### src/ets_pkg.sv
// Shared constants, types and checksum function of the Ethernet self-test block.
package ets_pkg;

  localparam int unsigned CLK_HZ      = 50_000_000;
  localparam int unsigned RUN_TIME_MS = 1000;
  localparam int unsigned RUN_CYCLES  = (CLK_HZ / 1000) * RUN_TIME_MS;

  localparam logic [7:0]  PRE_BYTE    = 8'h55;
  localparam logic [7:0]  SFD_BYTE    = 8'hd5;
  localparam logic [10:0] PRE_LEN     = 11'h008;
  localparam logic [10:0] HDR_LEN     = 11'h00e;
  localparam logic [10:0] FCS_LEN     = 11'h004;
  localparam logic [10:0] PAY_MIN     = 11'h02e;
  localparam logic [15:0] IFG_BYTES   = 16'h000c;
  localparam logic [15:0] IDLE_MASK   = 16'h00ff;
  localparam logic [15:0] WAKE_MASK   = 16'h003f;

  localparam logic [31:0] CRC_POLY    = 32'hedb88320;
  localparam logic [31:0] CRC_INIT    = 32'hffffffff;
  localparam logic [31:0] CRC_RESIDUE = 32'hdebb20e3;

  localparam logic [11:0] OFS_CTRL    = 12'h000;
  localparam logic [11:0] OFS_FMASK   = 12'h004;
  localparam logic [11:0] OFS_SMASK   = 12'h008;
  localparam logic [11:0] OFS_SMIN    = 12'h00c;
  localparam logic [11:0] OFS_STATUS  = 12'h010;
  localparam logic [11:0] OFS_PAIR    = 12'h020;
  localparam logic [11:0] OFS_CNT     = 12'h040;

  localparam int unsigned B_ST_EN     = 0;
  localparam int unsigned B_MODE      = 1;
  localparam int unsigned B_RUN       = 2;
  localparam int unsigned B_FORCE     = 3;
  localparam int unsigned B_TIMED     = 4;
  localparam int unsigned B_LPI       = 5;
  localparam int unsigned B_CRS       = 6;
  localparam int unsigned B_RNDADR    = 7;
  localparam int unsigned B_FILL      = 8;
  localparam int unsigned B_TXCHK     = 10;
  localparam int unsigned B_RXCHK     = 11;
  localparam int unsigned B_LDCLR     = 12;
  localparam int unsigned B_QUAL1     = 13;
  localparam int unsigned B_QUAL2     = 14;
  localparam int unsigned B_PCLR      = 15;

  localparam logic [1:0]  FILL_ZERO   = 2'h1;
  localparam logic [1:0]  FILL_ONES   = 2'h2;

  localparam logic [15:0] CTRL_RST    = 16'h0000;
  localparam logic [15:0] FMASK_RST   = 16'h000f;
  localparam logic [15:0] SMASK_RST   = 16'h00ff;
  localparam logic [15:0] SMIN_RST    = 16'h0010;

  typedef struct packed {
    logic [11:0] paddr;
    logic        pwrite;
    logic [31:0] pwdata;
    logic        psel;
    logic        penable;
  } ets_apb_req_t;

  typedef struct packed {
    logic [7:0] d;
    logic       en;
    logic       er;
  } ets_gmii_t;

  typedef enum logic [5:0] {
    S_IDLE  = 6'h01,
    S_FRM   = 6'h02,
    S_IFG   = 6'h04,
    S_GAP   = 6'h08,
    S_SLEEP = 6'h10,
    S_WAKE  = 6'h20
  } ets_gen_t;

  function automatic logic [31:0] ets_crc_byte(input logic [31:0] c, input logic [7:0] b);
    logic [31:0] r;
    r = c ^ {24'h000000, b};
    for (int i = 0; i < 8; i++) begin
      r = r[0] ? ((r >> 1) ^ CRC_POLY) : (r >> 1);
    end
    return r;
  endfunction

endpackage

### src/ets_top.sv
// Self-test burst generator, frame counters and APB register file.
`timescale 1ns/100ps
`default_nettype none
// Summary of operation
// - Frames of a burst go out back to back with minimum gap, random idle between bursts.
// - Frames per burst are random, limited by the frame count mask.
// - Fill selector forces addresses, type/length and payload to ones or zeros.
// - Unforced addresses are random, or a random stored pair per burst.
// - Unforced type/length holds frame length minus the 18 overhead bytes.
// - Unforced payload is random data.
// - After a burst: random idle, random sleep, random wake-up, then next burst.
// - Sleep length comes from the sleep mask and never drops below the minimum.
// - A control bit decides whether low-power idle is signalled during sleep.
// - Carrier timer select makes wake-up wait on the carrier low-power timer.
// - Burst mode runs until software clears the run enable bit.
// - With timed run set, burst mode stops itself after about one second.
// - Per-pair sent counters; set then clear of the clear bit zeroes them.
// - Three checksum checkers: one on MAC transmit data, two on line receive.
// - Transmit checker counts only when enabled; disabling zeroes its counters.
// - Receive sets count all frames, or only those matching the pair source.
// - Receive counters count only when enabled; disabling zeroes them.
// - With link-down clear set, a link drop zeroes all self-test counters.
// - Bursts wait for link up unless the force bit bypasses it.
// - Frames carry preamble, start delimiter and a correct checksum.
module ets_top
  import ets_pkg::*;
#(
  parameter int unsigned RUN_LEN = RUN_CYCLES
) (
  input  wire logic         clk_sys_i,
  input  wire logic         rst_i,
  input  wire ets_apb_req_t apb_i,
  output logic [31:0]       prdata_o,
  output logic              pready_o,
  output logic              pslverr_o,
  input  wire ets_gmii_t    mac_tx_i,
  input  wire ets_gmii_t    line_rx_i,
  output ets_gmii_t         line_tx_o,
  output logic              line_lpi_o,
  input  wire logic         link_up_i,
  input  wire logic         crs_timer_done_i
);

  typedef struct packed {
    logic [15:0]           ctrl;
    logic [15:0]           fmask;
    logic [15:0]           smask;
    logic [15:0]           smin;
    logic [1:0][47:0]      da;
    logic [1:0][47:0]      sa;
    logic [7:0][31:0]      cnt;
    logic [31:0]           rdata;
    logic                  link;
    ets_gen_t              st;
    logic [15:0]           left;
    logic [10:0]           bidx;
    logic [10:0]           plen;
    logic                  pair;
    logic [47:0]           fda;
    logic [47:0]           fsa;
    logic [31:0]           crc;
    logic [31:0]           lfsr;
    logic [15:0]           tmr;
    logic [31:0]           runc;
    ets_gmii_t             tx;
    logic                  lpi;
  } ets_top_t;

  ets_top_t s_q, s_d;

  logic        tx_good, tx_bad;
  logic [1:0]  rx_good, rx_bad;
  logic [1:0][47:0] rx_da;
  logic        acc_wr, setup;
  logic        wake_done;
  logic [10:0] fb, k;
  logic [7:0]  gb;
  logic [15:0] slp;

  // Observation only of the MAC stream.
  ets_crc_chk u_tx_chk (
    .clk_sys_i (clk_sys_i),
    .rst_i     (rst_i),
    .data_i    (mac_tx_i),
    .good_o    (tx_good),
    .bad_o     (tx_bad),
    .dest_o    ()
  );

  for (genvar g = 0; g < 2; g++) begin : g_rx
    ets_crc_chk u_rx_chk (
      .clk_sys_i (clk_sys_i),
      .rst_i     (rst_i),
      .data_i    (line_rx_i),
      .good_o    (rx_good[g]),
      .bad_o     (rx_bad[g]),
      .dest_o    (rx_da[g])
    );
  end

  function automatic logic [5:0] reg_idx(input logic [11:0] a);
    reg_idx = {1'b0, a[6:2]};
    if (a[11:7] != 5'h00 || a[1:0] != 2'h0 || (a[6:2] > 5'h04 && a[6:2] < 5'h08)) begin
      reg_idx = 6'h3f;
    end
  endfunction

  function automatic logic [7:0] addr_byte(input logic [47:0] v, input logic [10:0] i);
    logic [47:0] sh;
    sh = v >> (8 * (5 - int'(i)));
    return sh[7:0];
  endfunction

  assign setup     = apb_i.psel && !apb_i.penable;
  assign acc_wr    = apb_i.psel && apb_i.penable && apb_i.pwrite;
  assign pready_o  = 1'b1;
  assign pslverr_o = apb_i.psel && apb_i.penable && (reg_idx(apb_i.paddr) == 6'h3f);
  assign prdata_o  = s_q.rdata;
  assign line_tx_o = s_q.tx;
  assign line_lpi_o = s_q.lpi;
  assign fb        = s_q.bidx - PRE_LEN;
  assign k         = fb - HDR_LEN - s_q.plen;
  assign slp       = s_q.lfsr[15:0] & s_q.smask;
  assign wake_done = s_q.ctrl[B_CRS] ? crs_timer_done_i : (s_q.tmr == 16'h0000);

  always_comb begin
    logic [5:0] ri;
    logic [2:0] pi;
    ri = reg_idx(apb_i.paddr);
    pi = ri[2:0];
    gb = 8'h00;
    s_d = s_q;
    s_d.lfsr = {s_q.lfsr[0], s_q.lfsr[31:1]} ^ (s_q.lfsr[0] ? 32'h00200003 : 32'h00000000);
    s_d.link = link_up_i;
    s_d.tx.en = 1'b0;
    s_d.tx.er = 1'b0;
    s_d.tx.d  = 8'h00;
    s_d.lpi = 1'b0;

    if (setup) begin
      case (ri)
        6'h00:   s_d.rdata = {16'h0000, s_q.ctrl};
        6'h01:   s_d.rdata = {16'h0000, s_q.fmask};
        6'h02:   s_d.rdata = {16'h0000, s_q.smask};
        6'h03:   s_d.rdata = {16'h0000, s_q.smin};
        6'h04:   s_d.rdata = {25'h0000000, s_q.link, s_q.st};
        6'h08, 6'h09, 6'h0a, 6'h0b, 6'h0c, 6'h0d, 6'h0e, 6'h0f: begin
          if (pi[1]) begin
            s_d.rdata = pi[0] ? {16'h0000, s_q.sa[pi[2]][47:32]} : s_q.sa[pi[2]][31:0];
          end else begin
            s_d.rdata = pi[0] ? {16'h0000, s_q.da[pi[2]][47:32]} : s_q.da[pi[2]][31:0];
          end
        end
        6'h10, 6'h11, 6'h12, 6'h13, 6'h14, 6'h15, 6'h16, 6'h17: s_d.rdata = s_q.cnt[pi];
        default: s_d.rdata = 32'h00000000;
      endcase
    end
    if (acc_wr) begin
      case (ri)
        6'h00:   s_d.ctrl = apb_i.pwdata[15:0];
        6'h01:   s_d.fmask = apb_i.pwdata[15:0];
        6'h02:   s_d.smask = apb_i.pwdata[15:0];
        6'h03:   s_d.smin = apb_i.pwdata[15:0];
        6'h08, 6'h09, 6'h0a, 6'h0b, 6'h0c, 6'h0d, 6'h0e, 6'h0f: begin
          if (pi[1] && pi[0]) s_d.sa[pi[2]][47:32] = apb_i.pwdata[15:0];
          else if (pi[1]) s_d.sa[pi[2]][31:0] = apb_i.pwdata;
          else if (pi[0]) s_d.da[pi[2]][47:32] = apb_i.pwdata[15:0];
          else s_d.da[pi[2]][31:0] = apb_i.pwdata;
        end
        default: s_d.rdata = s_q.rdata;
      endcase
    end

    // Run until cleared; timed run ends itself.
    if (s_q.ctrl[B_RUN] && s_q.ctrl[B_TIMED]) begin
      s_d.runc = s_q.runc + 32'h1;
      if (s_q.runc >= 32'(RUN_LEN - 1)) begin
        s_d.ctrl[B_RUN] = 1'b0;
        s_d.runc = 32'h0;
      end
    end else begin
      s_d.runc = 32'h0;
    end

    if (s_q.tmr != 16'h0000) begin
      s_d.tmr = s_q.tmr - 16'h1;
    end
    case (s_q.st)
      S_IDLE: begin
        // Link or force needed to start.
        if (s_q.ctrl[B_ST_EN] && s_q.ctrl[B_MODE] && s_q.ctrl[B_RUN] &&
            (s_q.link || s_q.ctrl[B_FORCE])) begin
          s_d.left = (s_q.lfsr[15:0] & s_q.fmask) | 16'h0001;
          // Stored pair picked once per burst.
          s_d.pair = s_q.lfsr[16];
          s_d.st   = S_FRM;
          s_d.bidx = 11'h000;
        end
      end
      S_FRM: begin
        s_d.tx.en = 1'b1;
        s_d.bidx  = s_q.bidx + 11'h001;
        if (s_q.bidx == 11'h000) begin
          s_d.plen = PAY_MIN + {1'b0, s_q.lfsr[9:0]};
          s_d.crc  = CRC_INIT;
          if (s_q.ctrl[B_RNDADR]) begin
            s_d.fda = {s_q.lfsr[31:16], s_q.lfsr[31:0]} & 48'hfeffffffffff;
            s_d.fsa = {s_q.lfsr[15:0], s_q.lfsr[31:0]} & 48'hfeffffffffff;
          end else begin
            s_d.fda = s_q.da[s_q.pair];
            s_d.fsa = s_q.sa[s_q.pair];
          end
        end
        if (s_q.bidx < PRE_LEN - 11'h001) begin
          gb = PRE_BYTE;
        end else if (s_q.bidx == PRE_LEN - 11'h001) begin
          gb = SFD_BYTE;
        end else if (fb < HDR_LEN + s_q.plen) begin
          if (fb < 11'h006) gb = addr_byte(s_q.fda, fb);
          else if (fb < 11'h00c) gb = addr_byte(s_q.fsa, fb - 11'h006);
          else if (fb == 11'h00c) gb = {5'h00, s_q.plen[10:8]};
          else if (fb == 11'h00d) gb = s_q.plen[7:0];
          else gb = s_q.lfsr[7:0];
          if (s_q.ctrl[B_FILL+:2] == FILL_ZERO) gb = 8'h00;
          else if (s_q.ctrl[B_FILL+:2] == FILL_ONES) gb = 8'hff;
          s_d.crc = ets_crc_byte(s_q.crc, gb);
        end else begin
          gb = 8'(~(s_q.crc >> (8 * int'(k[1:0]))));
          if (k == FCS_LEN - 11'h001) begin
            s_d.cnt[s_q.pair] = s_q.cnt[s_q.pair] + 32'h1;
            s_d.left = s_q.left - 16'h1;
            s_d.st   = S_IFG;
            s_d.tmr  = IFG_BYTES - 16'h1;
          end
        end
        s_d.tx.d = gb;
      end
      S_IFG: begin
        if (s_q.tmr == 16'h0000) begin
          s_d.bidx = 11'h000;
          if (s_q.left != 16'h0000 && s_q.ctrl[B_RUN]) begin
            s_d.st = S_FRM;
          end else begin
            s_d.st  = S_GAP;
            s_d.tmr = s_q.lfsr[15:0] & IDLE_MASK;
          end
        end
      end
      S_GAP: begin
        if (s_q.tmr == 16'h0000) begin
          s_d.st = S_SLEEP;
          s_d.tmr = (slp < s_q.smin) ? s_q.smin : slp;
        end
      end
      S_SLEEP: begin
        s_d.lpi = s_q.ctrl[B_LPI] && (s_q.tmr != 16'h0000);
        if (s_q.tmr == 16'h0000) begin
          s_d.st  = S_WAKE;
          s_d.tmr = s_q.lfsr[15:0] & WAKE_MASK;
        end
      end
      S_WAKE: begin
        if (wake_done) begin
          s_d.st = S_IDLE;
        end
      end
      default: s_d.st = S_IDLE;
    endcase

    if (s_q.ctrl[B_TXCHK]) begin
      s_d.cnt[2] = s_q.cnt[2] + {31'h0, tx_good};
      s_d.cnt[3] = s_q.cnt[3] + {31'h0, tx_bad};
    end else begin
      s_d.cnt[2] = 32'h0;
      s_d.cnt[3] = 32'h0;
    end
    for (int r = 0; r < 2; r++) begin
      // Optional destination match; enable and clear.
      if (s_q.ctrl[B_RXCHK]) begin
        if (!s_q.ctrl[B_QUAL1 + r] || rx_da[r] == s_q.sa[r]) begin
          s_d.cnt[4 + 2*r] = s_q.cnt[4 + 2*r] + {31'h0, rx_good[r]};
          s_d.cnt[5 + 2*r] = s_q.cnt[5 + 2*r] + {31'h0, rx_bad[r]};
        end
      end else begin
        s_d.cnt[4 + 2*r] = 32'h0;
        s_d.cnt[5 + 2*r] = 32'h0;
      end
    end
    if (s_q.ctrl[B_PCLR]) begin
      s_d.cnt[0] = 32'h0;
      s_d.cnt[1] = 32'h0;
    end
    if (s_q.ctrl[B_LDCLR] && s_q.link && !link_up_i) begin
      s_d.cnt = '0;
    end
  end

  always_ff @(posedge clk_sys_i) begin
    if (rst_i) begin
      s_q       <= '0;
      s_q.ctrl  <= CTRL_RST;
      s_q.fmask <= FMASK_RST;
      s_q.smask <= SMASK_RST;
      s_q.smin  <= SMIN_RST;
      s_q.st    <= S_IDLE;
      s_q.lfsr  <= CRC_INIT;
    end else begin
      s_q <= s_d;
    end
  end

  a_timed_run_stop: assert property (@(posedge clk_sys_i) disable iff (rst_i)
    (s_q.ctrl[B_RUN] && s_q.ctrl[B_TIMED] && s_q.runc >= 32'(RUN_LEN - 1) && !acc_wr)
      |=> !s_q.ctrl[B_RUN])
    else $error("timed run did not stop");

  a_lpi_in_sleep: assert property (@(posedge clk_sys_i) disable iff (rst_i)
    line_lpi_o |-> ($past(s_q.st) == S_SLEEP && $past(s_q.ctrl[B_LPI])))
    else $error("low-power idle outside sleep");

  a_sleep_floor: assert property (@(posedge clk_sys_i) disable iff (rst_i)
    (s_q.st == S_SLEEP && $past(s_q.st) == S_GAP) |-> s_q.tmr >= $past(s_q.smin))
    else $error("sleep shorter than minimum");

  a_link_gate: assert property (@(posedge clk_sys_i) disable iff (rst_i)
    (s_q.st == S_FRM && $past(s_q.st) == S_IDLE) |-> $past(s_q.link || s_q.ctrl[B_FORCE]))
    else $error("burst started without link");

  a_sfd_place: assert property (@(posedge clk_sys_i) disable iff (rst_i)
    (s_q.st == S_FRM && s_q.bidx == PRE_LEN && s_q.tx.en) |-> s_q.tx.d == SFD_BYTE)
    else $error("delimiter misplaced");

  a_tx_cnt_clr: assert property (@(posedge clk_sys_i) disable iff (rst_i)
    !s_q.ctrl[B_TXCHK] && !acc_wr |=> (s_q.cnt[2] == 32'h0 && s_q.cnt[3] == 32'h0))
    else $error("transmit counters not cleared");

  a_rx_cnt_clr: assert property (@(posedge clk_sys_i) disable iff (rst_i)
    !s_q.ctrl[B_RXCHK] && !acc_wr |=> (s_q.cnt[4] == 32'h0 && s_q.cnt[7] == 32'h0))
    else $error("receive counters not cleared");

  a_fill_zero: assert property (@(posedge clk_sys_i) disable iff (rst_i)
    (s_q.st == S_FRM && s_q.tx.en && s_q.bidx > PRE_LEN && s_q.bidx <= PRE_LEN + HDR_LEN
     && s_q.ctrl[B_FILL+:2] == FILL_ZERO && $stable(s_q.ctrl)) |-> s_q.tx.d == 8'h00)
    else $error("fill not forced to zero");

endmodule // ets_top
`default_nettype wire

### src/ets_crc_chk.sv
// Frame checksum checker that watches one byte stream and reports each frame.
`timescale 1ns/100ps
`default_nettype none
module ets_crc_chk
  import ets_pkg::*;
(
  input  wire logic       clk_sys_i,
  input  wire logic       rst_i,
  input  wire ets_gmii_t  data_i,
  output logic            good_o,
  output logic            bad_o,
  output logic [47:0]     dest_o
);

  typedef struct packed {
    logic        act;
    logic        sfd;
    logic [2:0]  nda;
    logic [31:0] crc;
    logic        err;
    logic [47:0] da;
    logic        good;
    logic        bad;
  } ets_chk_t;

  ets_chk_t s_q, s_d;

  always_comb begin
    s_d      = s_q;
    s_d.good = 1'b0;
    s_d.bad  = 1'b0;
    s_d.act  = data_i.en;
    if (data_i.en) begin
      if (!s_q.act) begin
        s_d.sfd = 1'b0;
        s_d.nda = 3'h0;
        s_d.crc = CRC_INIT;
        s_d.err = 1'b0;
      end
      if (data_i.er) begin
        s_d.err = 1'b1;
      end
      if (s_q.act && s_q.sfd) begin
        s_d.crc = ets_crc_byte(s_q.crc, data_i.d);
        if (s_q.nda != 3'h6) begin
          s_d.da  = {s_q.da[39:0], data_i.d};
          s_d.nda = s_q.nda + 3'h1;
        end
      end else if (data_i.d == SFD_BYTE) begin
        s_d.sfd = 1'b1;
      end
    end else if (s_q.act && s_q.sfd) begin
      s_d.good = (s_q.crc == CRC_RESIDUE) && !s_q.err;
      s_d.bad  = !((s_q.crc == CRC_RESIDUE) && !s_q.err);
    end
  end

  always_ff @(posedge clk_sys_i) begin
    if (rst_i) begin
      s_q <= '0;
    end else begin
      s_q <= s_d;
    end
  end

  assign good_o = s_q.good;
  assign bad_o  = s_q.bad;
  assign dest_o = s_q.da;

endmodule // ets_crc_chk
`default_nettype wire

### config.mk
export PLATFORM = sky130hd
export DESIGN_NAME = ets_top
export DESIGN_NICKNAME = d
export VERILOG_FILES = /design/src/ets_pkg.sv /design/src/ets_top.sv /design/src/ets_crc_chk.sv
export SDC_FILE = /design/constraint.sdc
export NUM_CORES = 2
export LEC_CHECK = 0
export BUFFER_PORTS_ARGS = -buffer_cell sky130_fd_sc_hd__buf_4
export CAP_MARGIN = 20
export CORE_MARGIN = 2
export CORE_UTILIZATION = 45
export CTS_CLUSTER_DIAMETER = 120
export DETAILED_ROUTE_END_ITERATION = 12
export PLACE_DENSITY_LB_ADDON = 0.15
export REMOVE_ABC_BUFFERS = 1
export SYNTH_ARGS = -nofsm -noshare
export SYNTH_HDL_FRONTEND = slang
export SYNTH_SLANG_ARGS = --single-unit
### constraint.sdc
create_clock -name clk_sys_i -period 5.4 [get_ports clk_sys_i]
set_clock_uncertainty 0.15 [all_clocks]
set_input_delay 1.62 -clock clk_sys_i [delete_from_list [all_inputs] [get_ports clk_sys_i]]
set_output_delay 1.62 -clock clk_sys_i [all_outputs]
set_load 0.02 [all_outputs]
==> results.yml <==
status:
  status: "finished, final reports clean"
yosys:
  synth_fa_ha_area_share_pct: 1.837
  synth_edf_count: 0
  synth_area_um2: 52030
  ys_ff_latch: 1019
  synthFlopType: "dfxtp_1"
  yosysWarningCount: 0
  synthSimpleGateAreaFrac_pct: 21.83
  muxShareOfSynthArea_pct: 5.874
  synth_cell_types: 96
  avgSynthCellArea_um2: 8.086
  synth_compound_area_share_pct: 16.36
  synth-async-reset-ratio_pct: 0
  synth_top_family_by_area: "simple AND/OR/NAND/NOR gates"
  synth-xor-area-share_pct: 10.61
  synthCells: 6435
  synth-seq-area-share_pct: 39.20
placed_design:
  dp.cells: 7736
  hpwl_um: 128200
  port_buffers: 113
  routabilityCongestion: 0.9646
die:
  io_pins: 116
  die_w_um: 344.0
  die_area_um2: 118400
  start_util_pct: 45.44
  num_rows: 124
  die_h_um: 344.0
  coreArea_um2: 114500
setup_path:
  worst_setup_path_end_kind: "flip-flop"
  path_max_fanout: 17
  crit_type: "reg -> reg"
  cp.required_ps: 5870
  critPathLaunchType: "flip-flop"
  worst_ep_arrival_time_ps: 5250
route:
  drt_iter0_drc: 5416
  dr_total_vias: 46896
  totalWireLength_um: 180500
  drc: 0
  avgViaCountPerCell: 5.903
  drt_pass1_iterations: 6
  routedWlPerCell_um: 22.72
  antenna_left: 0
clock_network:
  postCtsSetupRepairBufs: 0
  cts_max_level: 3
  postCtsHoldBufs: 0
  cts_resized: 0
  clock_path_buffers: 3
  clk_pin_slew_ps: 60
  cts.sinks: 1019
  insertion_delay_ps: 720
  cts_buffers: 114
  cts_root_buffer: "clkbuf_16"
  cts_tree: "done"
layout:
  fin_cells: 7945
  layout-drive-gt1-share_pct: 10.40
  final_nets: 6487
  syn2layout_area_growth_pct: 11.34
  nFillCells: 11007
timing:
  maxSlewViolCount: 0
  finalHoldViolations: 0
  max_slew_margin_pct: 25.25
  setup-violations-final: 0
  worst-slew-pin-transition_ps: 1121
  finalCritPeriodShare_pct: 88.53
  rsz0062_at_grt: "no"
  fmax_mhz: 209.2
  period_needed_ps: 4781
grt:
  grt_pass1_wl_um: 271300
  grt_max_degree: 226
  gr-total-overflow: 0
  grt_pass1_vias: 43004
  grtUsageTotal_pct: 29.60
  antenna_found_initial: 8
power_and_ir_drop:
  power_density_nw_per_um2: 301.9
  vdd_ir_drop_max_mv: 0.2502
  total_power_uw: 17490
  p_leak_uw: 0.01993
min_path:
  worstHoldPathType: "reg -> reg"
job:
  maxCapViolations: 0
==> metrics by stage <==
step                      setup TNS, ps  area (um^2)  worst slack (ps)  hold WS [ps]  util, %
final                                 0        57930             619.2         280.7    50.60
after global routing                  0        57930             231.3         304.8    50.59
after CTS                             0        57910             581.0         283.1    50.57
after detailed placement              0        54130             501.7         268.7    47.28
after global placement                0        54130             569.8         262.2    47.28
after floorplan                -1034870        50130             -4759         257.5        -
==> metal layers <==
metal / vias to the layer above / part of all wire (%) / track usage, %
met4: 4 / 3.5 / 10.43
met2: 1761 / 44 / 45.01
met5: - / 0.012 / 0
met1: 22670 / 45 / 42.16
met3: 290 / 8.1 / 5.004
li1: 22171 / - / -
==> final cells by class <==
cell class | count | area (um^2) | share of cell area [%]
sequential | 1019 | 20410 | 35.23
tap | 1512 | 1892 | 3.266
multi-input combinational | 4883 | 29610 | 51.11
clock buffer | 177 | 3441 | 5.939
inverter | 77 | 289.0 | 0.4989
antenna | 2 | 5.005 | 0.008639
clock inverter | 29 | 334.1 | 0.5767
timing repair buffer | 246 | 1954 | 3.374
==> state kept, by name (all words and copies together), names as in the netlist <==
register	cells
s_q	766
prdata_o	32
line_lpi_o	1
g_rx.u_rx_chk.bad_o	2
line_tx_o	9
u_tx_chk.bad_o	1
g_rx.u_rx_chk.good_o	2
u_tx_chk.s_q	35
g_rx.u_rx_chk.dest_o	96
g_rx.u_rx_chk.s_q	74
u_tx_chk.good_o	1
==> logic make-up after synthesis <==
logic type / after synthesis
fa+ha+maj: 76
compound gates: 1394
flops: 1019
other cells: 2
simple gates: 2533
mux: 264
buf+inv: 539
xor+xnor: 608
==> final timing paths <==
path                                from        to  slack (ps)  cells past startpoint
worst max register to register  s_q[235]  s_q[254]         620                     18
worst min-delay path             s_q[87]   s_q[86]         280                      1
worst max-delay path            s_q[235]  s_q[254]         620                     18
worst min register to register   s_q[87]   s_q[86]         280                      1
==> Yosys cell counts, drive strengths merged (16+ instances only) <==
| library cell | count | area, um^2 |
|---|---|---|
| xor2 | 329 | 2915 |
| and4 | 17 | 148.9 |
| nor4 | 48 | 300.3 |
| and2 | 28 | 175.2 |
| mux4 | 21 | 473.0 |
| nand3 | 211 | 1056 |
| nand2b | 58 | 370.3 |
| a22oi | 30 | 225.2 |
| a31oi | 32 | 200.2 |
| o21ai | 167 | 839.6 |
| buf | 73 | 467.9 |
| and3 | 63 | 394.1 |
| o221ai | 30 | 262.8 |
| clkbuf | 389 | 1460 |
| dfxtp | 1019 | 20400 |
| or2 | 42 | 262.8 |
| nor2 | 520 | 1952 |
| xnor2 | 271 | 2422 |
| a21oi | 637 | 3192 |
| ha | 74 | 925.9 |
| nor2b | 19 | 118.9 |
| mux2i | 122 | 1221 |
| nand2 | 1193 | 4478 |
| mux2 | 121 | 1363 |
| a221oi | 22 | 192.7 |
| nand4b | 16 | 140.1 |
| nor3 | 102 | 515.5 |
| a21o | 21 | 157.7 |
| o22ai | 104 | 650.6 |
| nand4 | 80 | 500.5 |
| inv | 76 | 285.3 |
| a211oi | 126 | 950.9 |
| o211ai | 114 | 855.8 |
| nand3b | 16 | 120.1 |
| or3 | 83 | 519.3 |
==> layout by cell type, fill, tap and decap left out, drive strengths merged, types with 80 or more instances in the layout <==
cell type,instances
nand2,1193
dfxtp,1019
a21oi,637
nor2,520
xor2,329
xnor2,271
buf,246
nand3,211
clkbuf,177
o21ai,167
a211oi,126
mux2i,122
mux2,121
o211ai,114
o22ai,104
nor3,102
or3,83
nand4,80
inv,80
==> power by group <==
part / internal, uW / total [uW] / switching (uW)
clock network: 4640 / 7910 / 3270
registers: 7640 / 7780 / 137
logic: 748 / 1800 / 1050
==> worst max-delay path: stages (launching register included) <==
cell       delay (ps)
dfxtp_1           300
buf_4             170
inv_1             130
ha_1              360
xor2_1            260
inv_1              70
ha_1              270
inv_1              40
ha_1              340
o21a_1            160
o21a_1            180
o21a_1            180
o31a_1            230
o211ai_1          300
a2111oi_2         120
buf_4             220
nor2_1            820
o21ai_0           240
a21oi_1           170
(Power assumes the default switching activity.)
